### config.mk
export PLATFORM = sky130hd
export DESIGN_NAME = trap_entry_vector_unit
export DESIGN_NICKNAME = d
export VERILOG_FILES = /design/src/trap_entry_pkg.sv /design/src/trap_vec_if.sv /design/src/entry_addr_gen.sv /design/src/event_arbiter.sv /design/src/trap_entry_vector_unit.sv
export VERILOG_INCLUDE_DIRS = /design/src
export SDC_FILE = /design/constraint.sdc
export NUM_CORES = 1
export LEC_CHECK = 0
export BUFFER_PORTS_ARGS = -buffer_cell sky130_fd_sc_hd__buf_2
export CORE_ASPECT_RATIO = 1.75
export CORE_MARGIN = 2
export CORE_UTILIZATION = 60
export DETAILED_ROUTE_END_ITERATION = 16
export PLACE_DENSITY_LB_ADDON = 0.15
export RECOVER_POWER = 50
export REMOVE_ABC_BUFFERS = 1
export SLEW_MARGIN = 0
export SYNTH_ARGS = -nofsm -noshare
export SYNTH_HDL_FRONTEND = slang
export SYNTH_HIERARCHICAL = 1
export SYNTH_SLANG_ARGS = --single-unit
### constraint.sdc
create_clock -name clk_sys -period 6.5 [get_ports clk_sys]
set_input_delay 0.975 -clock clk_sys [delete_from_list [all_inputs] [get_ports clk_sys]]
set_output_delay 0.975 -clock clk_sys [all_outputs]
set_load 0.01 [all_outputs]
### src/trap_entry_cfg.svh
// Summary of operation
// - trap and exception entries lie four bytes apart, one branch each.
// - a conditional trap uses the same entry as the plain trap.
// - after reset the table sits at FFFF FF00 plus four times n.
// - base placement uses top nibble 0, 4, 8, C; trap 63 first.
// - trap 63 is the entry for an all-ones instruction word.
// - reset is trap 62, priority 0; trap 61 reserved at priority 1.
// - range, pointer, frame and privilege errors share trap 60, priority 2.
// - extended overflow trap 59 priority 3; parity error trap 58 priority 4.
// - external lines 1 to 4 use traps 53..50, priorities 7, 9, 11, 13.
// - pin interrupts: third trap 54/5, first 49/14, second 48/15.
// - timer uses trap 55 with priority 6, 8, 10 or 12.
// - trace is trap 57 priority 16; trap 56 reserved priority 17.
// - top placement: emulated entries 16 bytes apart from FFFF FE00.
// - base placement: do entry at 010C, add single ends at 01FC.
// - call or trap costs 1 cycle untaken, 2 plus latency taken.
// - emulated instruction costs 6 plus latency beyond 4.
// - return costs 4 plus latency beyond 2, plus pulled word cycles.
// - return adds precharge plus RAS-to-CAS only above two words.
`ifndef TRAP_ENTRY_CFG_SVH
`define TRAP_ENTRY_CFG_SVH
`define TEV_TOP_TRAP   32'hFFFF_FF00
`define TEV_TOP_SW     32'hFFFF_FE00
`define TEV_BASE_TRAP  28'h000_00FC
`define TEV_BASE_SW    28'h000_010C
`define TEV_NIB_M0     4'h0
`define TEV_NIB_M1     4'h4
`define TEV_NIB_M2     4'h8
`define TEV_NIB_ONCHIP_RAM   4'hC
`define TEV_TRAP_SH    2
`define TEV_SW_SH      4
`define TEV_T_BASE     2'h3
`define TEV_T_IO2      6'h30
`define TEV_T_IO1      6'h31
`define TEV_T_EXT_INTERRUPT_LINE_4     6'h32
`define TEV_T_EXT_INTERRUPT_LINE_3     6'h33
`define TEV_T_EXT_INTERRUPT_LINE_2     6'h34
`define TEV_T_EXT_INTERRUPT_LINE_1     6'h35
`define TEV_T_IO3      6'h36
`define TEV_T_TIMER    6'h37
`define TEV_T_RSV56    6'h38
`define TEV_T_TRACE    6'h39
`define TEV_T_PARITY   6'h3A
`define TEV_T_OVF      6'h3B
`define TEV_T_RANGE    6'h3C
`define TEV_T_RSV61    6'h3D
`define TEV_T_RESET    6'h3E
`define TEV_T_ONES     6'h3F
`define TEV_P_RESET    5'h00
`define TEV_P_RSV61    5'h01
`define TEV_P_RANGE    5'h02
`define TEV_P_OVF      5'h03
`define TEV_P_PARITY   5'h04
`define TEV_P_IO3      5'h05
`define TEV_P_TIMER    5'h06
`define TEV_P_EXT_INTERRUPT_LINE_1     5'h07
`define TEV_P_EXT_INTERRUPT_LINE_2     5'h09
`define TEV_P_EXT_INTERRUPT_LINE_3     5'h0B
`define TEV_P_EXT_INTERRUPT_LINE_4     5'h0D
`define TEV_P_IO1      5'h0E
`define TEV_P_IO2      5'h0F
`define TEV_P_TRACE    5'h10
`define TEV_P_RSV56    5'h11
`define TEV_P_NONE     5'h1F
`define TEV_PEND_RST   16'h4000
`define TEV_C_ONE      12'h001
`define TEV_C_TAKEN    12'h002
`define TEV_C_SW       12'h006
`define TEV_C_RET      12'h004
`define TEV_SW_FREE    8'h04
`define TEV_RET_FREE   8'h02
`define TEV_RAS_MIN    6'h02
`endif

### src/trap_entry_pkg.sv
package trap_entry_pkg;
  typedef enum logic [2:0] {PL_TOP, PL_MEMORY_AREA_ZERO, PL_MEMORY_AREA_ONE, PL_MEMORY_AREA_TWO, PL_ONCHIP_RAM} place_t;
  typedef enum logic [2:0] {K_TRAP, K_CTRAP, K_CALL, K_SW, K_RET, K_ONES} kind_t;
  typedef enum logic {S_IDLE, S_EXEC} state_t;
endpackage

### src/trap_vec_if.sv
`timescale 1ns/1ps
`default_nettype none
interface trap_vec_if;
  logic [15:0]                pend;
  logic [1:0]                 tsel;
  logic                       win_any;
  logic [5:0]                 win_num;
  logic [4:0]                 win_prio;
  trap_entry_pkg::place_t     place;
  logic                       sw;
  logic [5:0]                 idx;
  logic [31:0]                addr;
  modport arb  (input pend, tsel, output win_any, win_num, win_prio);
  modport agen (input place, sw, idx, output addr);
  modport top  (output pend, tsel, place, sw, idx, input win_any, win_num, win_prio, addr);
endinterface
`default_nettype wire
### src/entry_addr_gen.sv
`timescale 1ns/1ps
`default_nettype none
`include "trap_entry_cfg.svh"
module entry_addr_gen (
  trap_vec_if.agen tv
);
  logic [3:0] nib;
  always_comb begin
    case (tv.place)
      trap_entry_pkg::PL_MEMORY_AREA_ZERO: nib = `TEV_NIB_M0;
      trap_entry_pkg::PL_MEMORY_AREA_ONE: nib = `TEV_NIB_M1;
      trap_entry_pkg::PL_MEMORY_AREA_TWO: nib = `TEV_NIB_M2;
      trap_entry_pkg::PL_ONCHIP_RAM: nib = `TEV_NIB_ONCHIP_RAM;
      default:                 nib = `TEV_NIB_M0;
    endcase
    if (tv.place == trap_entry_pkg::PL_TOP) begin
      if (tv.sw) begin
        tv.addr = `TEV_TOP_SW + (32'(tv.idx[3:0]) << `TEV_SW_SH);
      end else begin
        tv.addr = `TEV_TOP_TRAP + (32'(tv.idx) << `TEV_TRAP_SH);
      end
    end else if (tv.sw) begin
      tv.addr = {nib, `TEV_BASE_SW + ({24'h00_0000, ~tv.idx[3:0]} << `TEV_SW_SH)};
    end else begin
      tv.addr = {nib, `TEV_BASE_TRAP - (28'(tv.idx) << `TEV_TRAP_SH)};
    end
  end
endmodule  // entry_addr_gen
`default_nettype wire

### src/event_arbiter.sv
`timescale 1ns/1ps
`default_nettype none
`include "trap_entry_cfg.svh"
module event_arbiter (
  trap_vec_if.arb tv
);
  function automatic logic [4:0] prio_of(input logic [5:0] t, input logic [1:0] ts);
    case (t)
      `TEV_T_RESET:  prio_of = `TEV_P_RESET;
      `TEV_T_RSV61:  prio_of = `TEV_P_RSV61;
      `TEV_T_RANGE:  prio_of = `TEV_P_RANGE;
      `TEV_T_OVF:    prio_of = `TEV_P_OVF;
      `TEV_T_PARITY: prio_of = `TEV_P_PARITY;
      `TEV_T_EXT_INTERRUPT_LINE_1:   prio_of = `TEV_P_EXT_INTERRUPT_LINE_1;
      `TEV_T_EXT_INTERRUPT_LINE_2:   prio_of = `TEV_P_EXT_INTERRUPT_LINE_2;
      `TEV_T_EXT_INTERRUPT_LINE_3:   prio_of = `TEV_P_EXT_INTERRUPT_LINE_3;
      `TEV_T_EXT_INTERRUPT_LINE_4:   prio_of = `TEV_P_EXT_INTERRUPT_LINE_4;
      `TEV_T_IO3:    prio_of = `TEV_P_IO3;
      `TEV_T_IO1:    prio_of = `TEV_P_IO1;
      `TEV_T_IO2:    prio_of = `TEV_P_IO2;
      `TEV_T_TIMER:  prio_of = `TEV_P_TIMER + 5'({ts, 1'b0});
      `TEV_T_TRACE:  prio_of = `TEV_P_TRACE;
      `TEV_T_RSV56:  prio_of = `TEV_P_RSV56;
      default:       prio_of = `TEV_P_NONE;
    endcase
  endfunction

  logic [4:0] pr;
  // lowest priority number wins
  always_comb begin
    tv.win_any  = 1'b0;
    tv.win_num  = '0;
    tv.win_prio = `TEV_P_NONE;
    pr          = `TEV_P_NONE;
    for (int i = 0; i < 16; i++) begin
      pr = prio_of({`TEV_T_BASE, 4'(i)}, tv.tsel);
      if (tv.pend[i] && pr < tv.win_prio) begin
        tv.win_any  = 1'b1;
        tv.win_num  = {`TEV_T_BASE, 4'(i)};
        tv.win_prio = pr;
      end
    end
  end
endmodule  // event_arbiter
`default_nettype wire

### src/trap_entry_vector_unit.sv
`timescale 1ns/1ps
`default_nettype none
`include "trap_entry_cfg.svh"
module trap_entry_vector_unit #(
  parameter int LAT_W = 8
) (
  input  wire logic             clk_sys,
  input  wire logic             reset,
  input  wire logic [2:0]       placement_sel,
  input  wire logic [1:0]       timer_prio_sel,
  input  wire logic [3:0]       ext_int,
  input  wire logic [2:0]       io_int,
  input  wire logic             timer_irq,
  input  wire logic             trace_exc,
  input  wire logic             parity_err,
  input  wire logic             ext_overflow,
  input  wire logic             range_err,
  input  wire logic             insn_valid,
  input  wire logic [2:0]       insn_kind,
  input  wire logic             cond_true,
  input  wire logic [5:0]       trap_num,
  input  wire logic [3:0]       sw_code,
  input  wire logic [LAT_W-1:0] read_lat,
  input  wire logic [3:0]       ras_pre,
  input  wire logic [3:0]       ras_cas,
  input  wire logic [5:0]       pull_words,
  input  wire logic [3:0]       bus_cycles,
  output logic                  insn_ready_q,
  output logic                  busy_q,
  output logic                  done_q,
  output logic [11:0]           cost_q,
  output logic                  entry_valid_q,
  output logic                  entry_sw_q,
  output logic [5:0]            entry_trap_q,
  output logic [4:0]            entry_prio_q,
  output logic [31:0]           entry_addr_q
);

  // ----------------------------------------------------------------
  // submodules
  // ----------------------------------------------------------------
  trap_vec_if tv ();

  event_arbiter u_arb (
    .tv (tv.arb)
  );

  entry_addr_gen u_agen (
    .tv (tv.agen)
  );

  // ----------------------------------------------------------------
  // pin synchronisers
  // ----------------------------------------------------------------
  logic [6:0] pin_s1_q;
  logic [6:0] pin_s2_q;
  logic [6:0] pin_s3_q;
  logic [6:0] pin_st_q;
  logic [6:0] pin_st_d;
  logic [6:0] pin_rise;

  // change counts once second and third stage agree
  always_comb begin
    pin_st_d = pin_st_q;
    pin_rise = '0;
    for (int i = 0; i < 7; i++) begin
      if (pin_s2_q[i] == pin_s3_q[i]) begin
        pin_st_d[i] = pin_s3_q[i];
        pin_rise[i] = pin_s3_q[i] & ~pin_st_q[i];
      end
    end
  end

  always_ff @(posedge clk_sys or posedge reset) begin
    if (reset) begin
      pin_s1_q <= '0;
      pin_s2_q <= '0;
      pin_s3_q <= '0;
      pin_st_q <= '0;
    end else begin
      pin_s1_q <= {io_int, ext_int};
      pin_s2_q <= pin_s1_q;
      pin_s3_q <= pin_s2_q;
      pin_st_q <= pin_st_d;
    end
  end

  // ----------------------------------------------------------------
  // pending events
  // ----------------------------------------------------------------
  logic [15:0] pend_q;
  logic [15:0] pend_d;
  logic [15:0] pend_set;
  logic [15:0] pend_clr;
  logic [1:0]  tsel_q;
  logic        take_evt;

  always_comb begin
    pend_set = '0;
    pend_set[4'(`TEV_T_EXT_INTERRUPT_LINE_1)]   = pin_rise[0];
    pend_set[4'(`TEV_T_EXT_INTERRUPT_LINE_2)]   = pin_rise[1];
    pend_set[4'(`TEV_T_EXT_INTERRUPT_LINE_3)]   = pin_rise[2];
    pend_set[4'(`TEV_T_EXT_INTERRUPT_LINE_4)]   = pin_rise[3];
    pend_set[4'(`TEV_T_IO1)]    = pin_rise[4];
    pend_set[4'(`TEV_T_IO2)]    = pin_rise[5];
    pend_set[4'(`TEV_T_IO3)]    = pin_rise[6];
    pend_set[4'(`TEV_T_TIMER)]  = timer_irq;
    pend_set[4'(`TEV_T_TRACE)]  = trace_exc;
    pend_set[4'(`TEV_T_PARITY)] = parity_err;
    pend_set[4'(`TEV_T_OVF)]    = ext_overflow;
    pend_set[4'(`TEV_T_RANGE)]  = range_err;
    pend_clr = '0;
    if (take_evt) begin
      pend_clr[tv.win_num[3:0]] = 1'b1;
    end
    // a new event wins over the clear of the same bit
    pend_d = (pend_q & ~pend_clr) | pend_set;
  end

  always_ff @(posedge clk_sys or posedge reset) begin
    if (reset) begin
      pend_q <= `TEV_PEND_RST;
      tsel_q <= '0;
    end else begin
      pend_q <= pend_d;
      tsel_q <= timer_prio_sel;
    end
  end

  // ----------------------------------------------------------------
  // instruction cost
  // ----------------------------------------------------------------
  trap_entry_pkg::kind_t kind;
  logic        taken;
  logic [11:0] cost;
  logic [11:0] late;
  logic [11:0] pull;

  always_comb begin
    kind  = trap_entry_pkg::kind_t'(insn_kind);
    taken = 1'b1;
    late  = '0;
    pull  = '0;
    cost  = `TEV_C_TAKEN + 12'(read_lat);
    case (kind)
      trap_entry_pkg::K_CTRAP, trap_entry_pkg::K_CALL: begin
        taken = cond_true;
        if (!cond_true) begin
          cost = `TEV_C_ONE;
        end
      end
      trap_entry_pkg::K_SW: begin
        if (read_lat > LAT_W'(`TEV_SW_FREE)) begin
          late = 12'(read_lat - LAT_W'(`TEV_SW_FREE));
        end
        cost = `TEV_C_SW + late;
      end
      trap_entry_pkg::K_RET: begin
        taken = 1'b0;
        if (read_lat > LAT_W'(`TEV_RET_FREE)) begin
          late = 12'(read_lat - LAT_W'(`TEV_RET_FREE));
        end
        if (pull_words > `TEV_RAS_MIN) begin
          pull = 12'(ras_pre) + 12'(ras_cas);
        end
        pull = pull + 12'(pull_words * bus_cycles);
        cost = `TEV_C_RET + late + pull;
      end
      default: begin
        taken = 1'b1;
      end
    endcase
  end

  // ----------------------------------------------------------------
  // sequencer and outputs
  // ----------------------------------------------------------------
  trap_entry_pkg::state_t state_q;
  trap_entry_pkg::state_t state_d;
  trap_entry_pkg::place_t place_q;
  trap_entry_pkg::place_t ent_place_q;
  trap_entry_pkg::place_t ent_place_d;
  logic        acc;
  logic [11:0] cnt_q;
  logic [11:0] cnt_d;
  logic        ent_q;
  logic        ent_d;
  logic        sw_q;
  logic        sw_d;
  logic [5:0]  num_q;
  logic [5:0]  num_d;
  logic        ready_d;
  logic        busy_d;
  logic        done_d;
  logic [11:0] cost_d;
  logic        evalid_d;
  logic        esw_d;
  logic [5:0]  etrap_d;
  logic [4:0]  eprio_d;
  logic [31:0] eaddr_d;

  assign acc      = insn_valid && insn_ready_q && state_q == trap_entry_pkg::S_IDLE;
  assign take_evt = state_q == trap_entry_pkg::S_IDLE && !insn_ready_q && tv.win_any;
  assign tv.pend  = pend_q;
  assign tv.tsel  = tsel_q;
  assign tv.place = place_q;
  assign tv.sw    = state_q == trap_entry_pkg::S_EXEC && sw_q;
  assign tv.idx   = state_q == trap_entry_pkg::S_EXEC ? num_q : tv.win_num;

  always_comb begin
    state_d     = state_q;
    cnt_d       = cnt_q;
    ent_d       = ent_q;
    sw_d        = sw_q;
    num_d       = num_q;
    ent_place_d = ent_place_q;
    done_d      = 1'b0;
    cost_d      = cost_q;
    evalid_d    = 1'b0;
    esw_d       = entry_sw_q;
    etrap_d     = entry_trap_q;
    eprio_d     = entry_prio_q;
    eaddr_d     = entry_addr_q;
    case (state_q)
      trap_entry_pkg::S_IDLE: begin
        if (take_evt) begin
          evalid_d    = 1'b1;
          esw_d       = 1'b0;
          etrap_d     = tv.win_num;
          eprio_d     = tv.win_prio;
          eaddr_d     = tv.addr;
          ent_place_d = place_q;
        end else if (acc) begin
          cost_d = cost;
          ent_d  = taken && kind != trap_entry_pkg::K_CALL;
          sw_d   = kind == trap_entry_pkg::K_SW;
          num_d  = trap_num;
          if (kind == trap_entry_pkg::K_SW) begin
            num_d = {2'b00, sw_code};
          end else if (kind == trap_entry_pkg::K_ONES) begin
            num_d = `TEV_T_ONES;
          end
          if (cost == `TEV_C_ONE) begin
            done_d = 1'b1;
          end else begin
            state_d = trap_entry_pkg::S_EXEC;
            cnt_d   = cost - `TEV_C_TAKEN;
          end
        end
      end
      trap_entry_pkg::S_EXEC: begin
        if (cnt_q == '0) begin
          state_d  = trap_entry_pkg::S_IDLE;
          done_d   = 1'b1;
          evalid_d = ent_q;
          if (ent_q) begin
            esw_d       = sw_q;
            etrap_d     = num_q;
            eprio_d     = `TEV_P_NONE;
            eaddr_d     = tv.addr;
            ent_place_d = place_q;
          end
        end else begin
          cnt_d = cnt_q - `TEV_C_ONE;
        end
      end
      default: begin
        state_d = trap_entry_pkg::S_IDLE;
      end
    endcase
    busy_d  = state_d == trap_entry_pkg::S_EXEC;
    ready_d = state_d == trap_entry_pkg::S_IDLE && (pend_d & ~pend_clr) == '0;
  end

  always_ff @(posedge clk_sys or posedge reset) begin
    if (reset) begin
      state_q       <= trap_entry_pkg::S_IDLE;
      place_q       <= trap_entry_pkg::PL_TOP;
      ent_place_q   <= trap_entry_pkg::PL_TOP;
      cnt_q         <= '0;
      ent_q         <= 1'b0;
      sw_q          <= 1'b0;
      num_q         <= '0;
      insn_ready_q  <= 1'b0;
      busy_q        <= 1'b0;
      done_q        <= 1'b0;
      cost_q        <= '0;
      entry_valid_q <= 1'b0;
      entry_sw_q    <= 1'b0;
      entry_trap_q  <= '0;
      entry_prio_q  <= `TEV_P_NONE;
      entry_addr_q  <= '0;
    end else begin
      state_q       <= state_d;
      place_q       <= trap_entry_pkg::place_t'(placement_sel);
      ent_place_q   <= ent_place_d;
      cnt_q         <= cnt_d;
      ent_q         <= ent_d;
      sw_q          <= sw_d;
      num_q         <= num_d;
      insn_ready_q  <= ready_d;
      busy_q        <= busy_d;
      done_q        <= done_d;
      cost_q        <= cost_d;
      entry_valid_q <= evalid_d;
      entry_sw_q    <= esw_d;
      entry_trap_q  <= etrap_d;
      entry_prio_q  <= eprio_d;
      entry_addr_q  <= eaddr_d;
    end
  end
endmodule  // trap_entry_vector_unit
`default_nettype wire

==> summary.md <==
| Metric | Value |
|---|---|
| Clock Tree Buf Depth | `2` |
| Area contributors post-synth | `dfrtp_1, nand2_1, fa_1` |
| Final std cells w/o fill | `1283` |
| Row count | `between 50 and 60` |
| Post-CTS Resized | `0` |
| Sequential share of power | `32.8%` |
| Post-Route WL | `roughly 22 mm` |
| Clock network power share | `between 30% and 40%` |
| Die Footprint | `roughly 15000 um^2` |
| Final min period | `between 6 and 7 ns` |
| Logic pwr share | `30.6%` |
| Clock skew | `approximately 0.0057 ns` |
| Worst-path clk slew | `around 0.060 ns` |
| TritonCTS Buffers | `17` |
| Final-report hold violation count | `0` |
| Actual slew at the worst max-slew pin | `between 2 and 3 ns` |
| Post-synthesis sequential area ratio | `approximately 38%` |
| 1st-pass router iterations | `5` |
| Largest net degree at the start of global routing | `67` |
| Switching fraction of total power | `~33%` |
| GR Overflow Total | `0` |
| Startpoint Class | `primary input` |
| Critical Path End Type | `flop` |
| DRC | `0` |
| Vias in the first global route | `~7400` |
| WP data required | `6.79 ns` |
| Initial DRC count | `slightly above 500` |
| Commonest cells after routing, fill and taps aside | `nand2_1, dfrtp_1, nor2_1` |
| Gpl congestion | `0.944` |
| Setup TNS | `0 ns` |
| Dpl cells | `between 1000 and 1500` |
| Top FF cell, synth | `dfrtp_1` |
| Asr flop ratio synth | `100%` |
| EDFF count, synth | `0` |
| Commonest non-fill, non-tap cell in the layout | `nand2_1` |
| Min-Delay Path Class | `flop to flop` |
| # IOs | `between 100 and 150` |
| Final HPWL DP | `~16 mm` |
| Initial antenna violation count | `1` |
| Die Ht | `~160 um` |
| Worst Hold Depth | `0` |
| PD cells | `270 nW/um^2` |
| Switching power | `around 0.00087 W` |
| RSZ-0062 raised after global routing | `no` |
| Post-CTS Hold Buffers | `0` |
| First-pass GRT wire length | `~35 mm` |
| Final setup viols | `0` |
| Synth Warn # | `6` |
| Starting density of the core | `approximately three fifths` |
| Clock root buffer | `clkbuf_16` |
| Clock Sink Count | `about 130` |
| Int Pwr | `roughly 0.0018 W` |
| Cell leakage power | `about 4.5 nW` |
| TritonCTS clock tree | `yes` |
| Fmax | `around 170 MHz` |
| Drt wl/cell | `roughly 17 um` |
| Failing checks | `capacitance limit, slew limit` |
| Core ar. | `~14000 um^2` |
| Share of the synthesized area in the top cell type | `35.7%` |
| DRT antenna net count | `0` |
| Die Width | `around 95 um` |
| Syn_area_per_cell | `8.81 um^2` |
| Layout cell share with drive strength beyond 1 | `between 10% and 20%` |
| R2R cell count | `16` |
| Total GRT Usage | `29.2%` |
| Area of the mapped netlist | `approximately 8600 um^2` |
| Max VDD drop | `170 uV` |
| Post-synth cell types | `82` |
| Crit path DAT | `6.30 ns` |
| Max-Cap Viols | `2` |
| Crit path max fanout | `8` |
| Post-synthesis cell count | `between 900 and 1000` |
| Final period util | `between 90% and 100%` |
| Leading area contributor after synthesis | `dfrtp_1` |
| Outcome | `finished, violations left` |
| Via count | `~7400` |
| Post-CTS Setup Bufs | `0` |
| H-tree depth | `4` |
| # nets final | `between 1000 and 1500` |
| Headroom to the max-slew limit | `-82.2%` |
| Synth Register Bits | `129` |
| Max Slew Vio Count | `132` |
| DR vias/cell | `about 5.8` |
| Critical path type | `primary input to flop` |
| Layout area overhead | `14.5%` |
| Clock latency on the worst-skew pair | `~0.41 ns` |
| PortBufs | `around 120` |
## cell families after synthesis
kind of cell    synth area share, %
simple gates                   23.3
compound gates                 16.0
flops                          37.5
buf+inv                        6.71
fa+ha+maj                      10.4
xor+xnor                       3.76
mux                            2.24
other cells                  0.0435
## cell usage after synthesis (all sizes together), types with 4 or more instances
library cell,count
dfrtp,123
nand2,186
fa,23
nand3,22
a21boi,5
or3,10
o22ai,9
a311oi,4
nor4,11
clkbuf,23
nor3b,7
o21bai,4
a21o,15
inv,60
mux2,10
dfstp,6
o31ai,9
nor2b,12
mux2i,8
nand4,6
nand2b,10
a222oi,5
xnor2,22
o21ai,68
ha,35
nand3b,5
a21oi,35
buf,36
and2,20
or2,8
nor2,79
a211oi,10
a31oi,5
o21a,7
xor2,15
nor3,25
## flip-flops by register name, indices dropped and copies added (netlist names), 7 cells and up
name	flops
entry_addr_q	32
pend_q	16
cnt_q	12
cost_q	12
pin_s1_q	7
pin_s2_q	7
pin_s3_q	7
pin_st_q	7
## layer usage
metal	part of all wire, %	global-route usage (%)	routed length [um]	vias to the layer above
li1	-	-	-	3563
met1	36	30.0	7680	3520
met2	54	53.7	11700	219
met3	3.6	4.44	778	77
met4	6.6	18.5	1420	2
met5	0.032	0	7	-
## final cells by class
type / instances / area (um^2)
clock buffer: 20 / 457
timing repair buffer: 149 / 744
fill: 1223 / 4360
clock inverter: 12 / 156
antenna: 2 / 5.00
inverter: 60 / 226
multi-input combinational: 731 / 4820
tap: 180 / 225
sequential: 129 / 3240
## through the flow
step	power (W)	util (%)	cell area [um^2]	hold WS (ns)	worst slack, ns
5_1_grt	0.00282	69.3	9860	0.354	0.0879
4_1_cts	0.00267	69.9	9940	0.351	0.491
3_3_place_gp	0.00168	65.6	9330	0.333	0.105
3_5_place_dp	0.00170	65.6	9330	0.336	0.0668
2_1_floorplan	0.00145	-	8270	0.331	0.314
6_report	0.00266	69.4	9870	0.346	0.484
## critical path, cell delays in order
cell      delay [ns]
buf_2           0.12
ha_1            0.28
a21o_1          0.18
a21oi_1         0.17
xor2_1          0.17
nor2_1          0.07
fa_1            0.50
inv_1           0.05
fa_1            0.47
fa_1            0.55
inv_1           0.04
ha_1            0.29
o21ai_0         0.30
nor2_1          0.13
or4b_1          0.47
a21oi_1         0.27
nor4b_4         0.10
and4_1          0.23
a31oi_2         0.37
o21bai_4        0.15
a222oi_1        0.40
## power groups by stage
stage               Combinational, W  Clock (W)  Sequential [W]
finish                      0.000816   0.000974        0.000872
global route                0.000921    0.00103        0.000876
CTS                         0.000818   0.000985        0.000870
detailed placement          0.000812          0        0.000884
global placement            0.000798          0        0.000883
floorplan                   0.000561          0        0.000890
## path summary, 6_finish.rpt
kind	from	endpoint	slack, ns
setup / recovery	ras_pre[1]	cnt_q[5]	0.48
hold / removal	pin_s1_q[4]	pin_s2_q[4]	0.35
setup reg to reg	pend_q[5]	insn_ready_q	2.02
hold reg to reg	pin_s1_q[4]	pin_s2_q[4]	0.35
max in group asynchronous	reset	pin_s2_q[1]	2.66
min in group asynchronous	reset	entry_addr_q[26]	1.34
No activity file was read; power rests on OpenSTA's default activity.
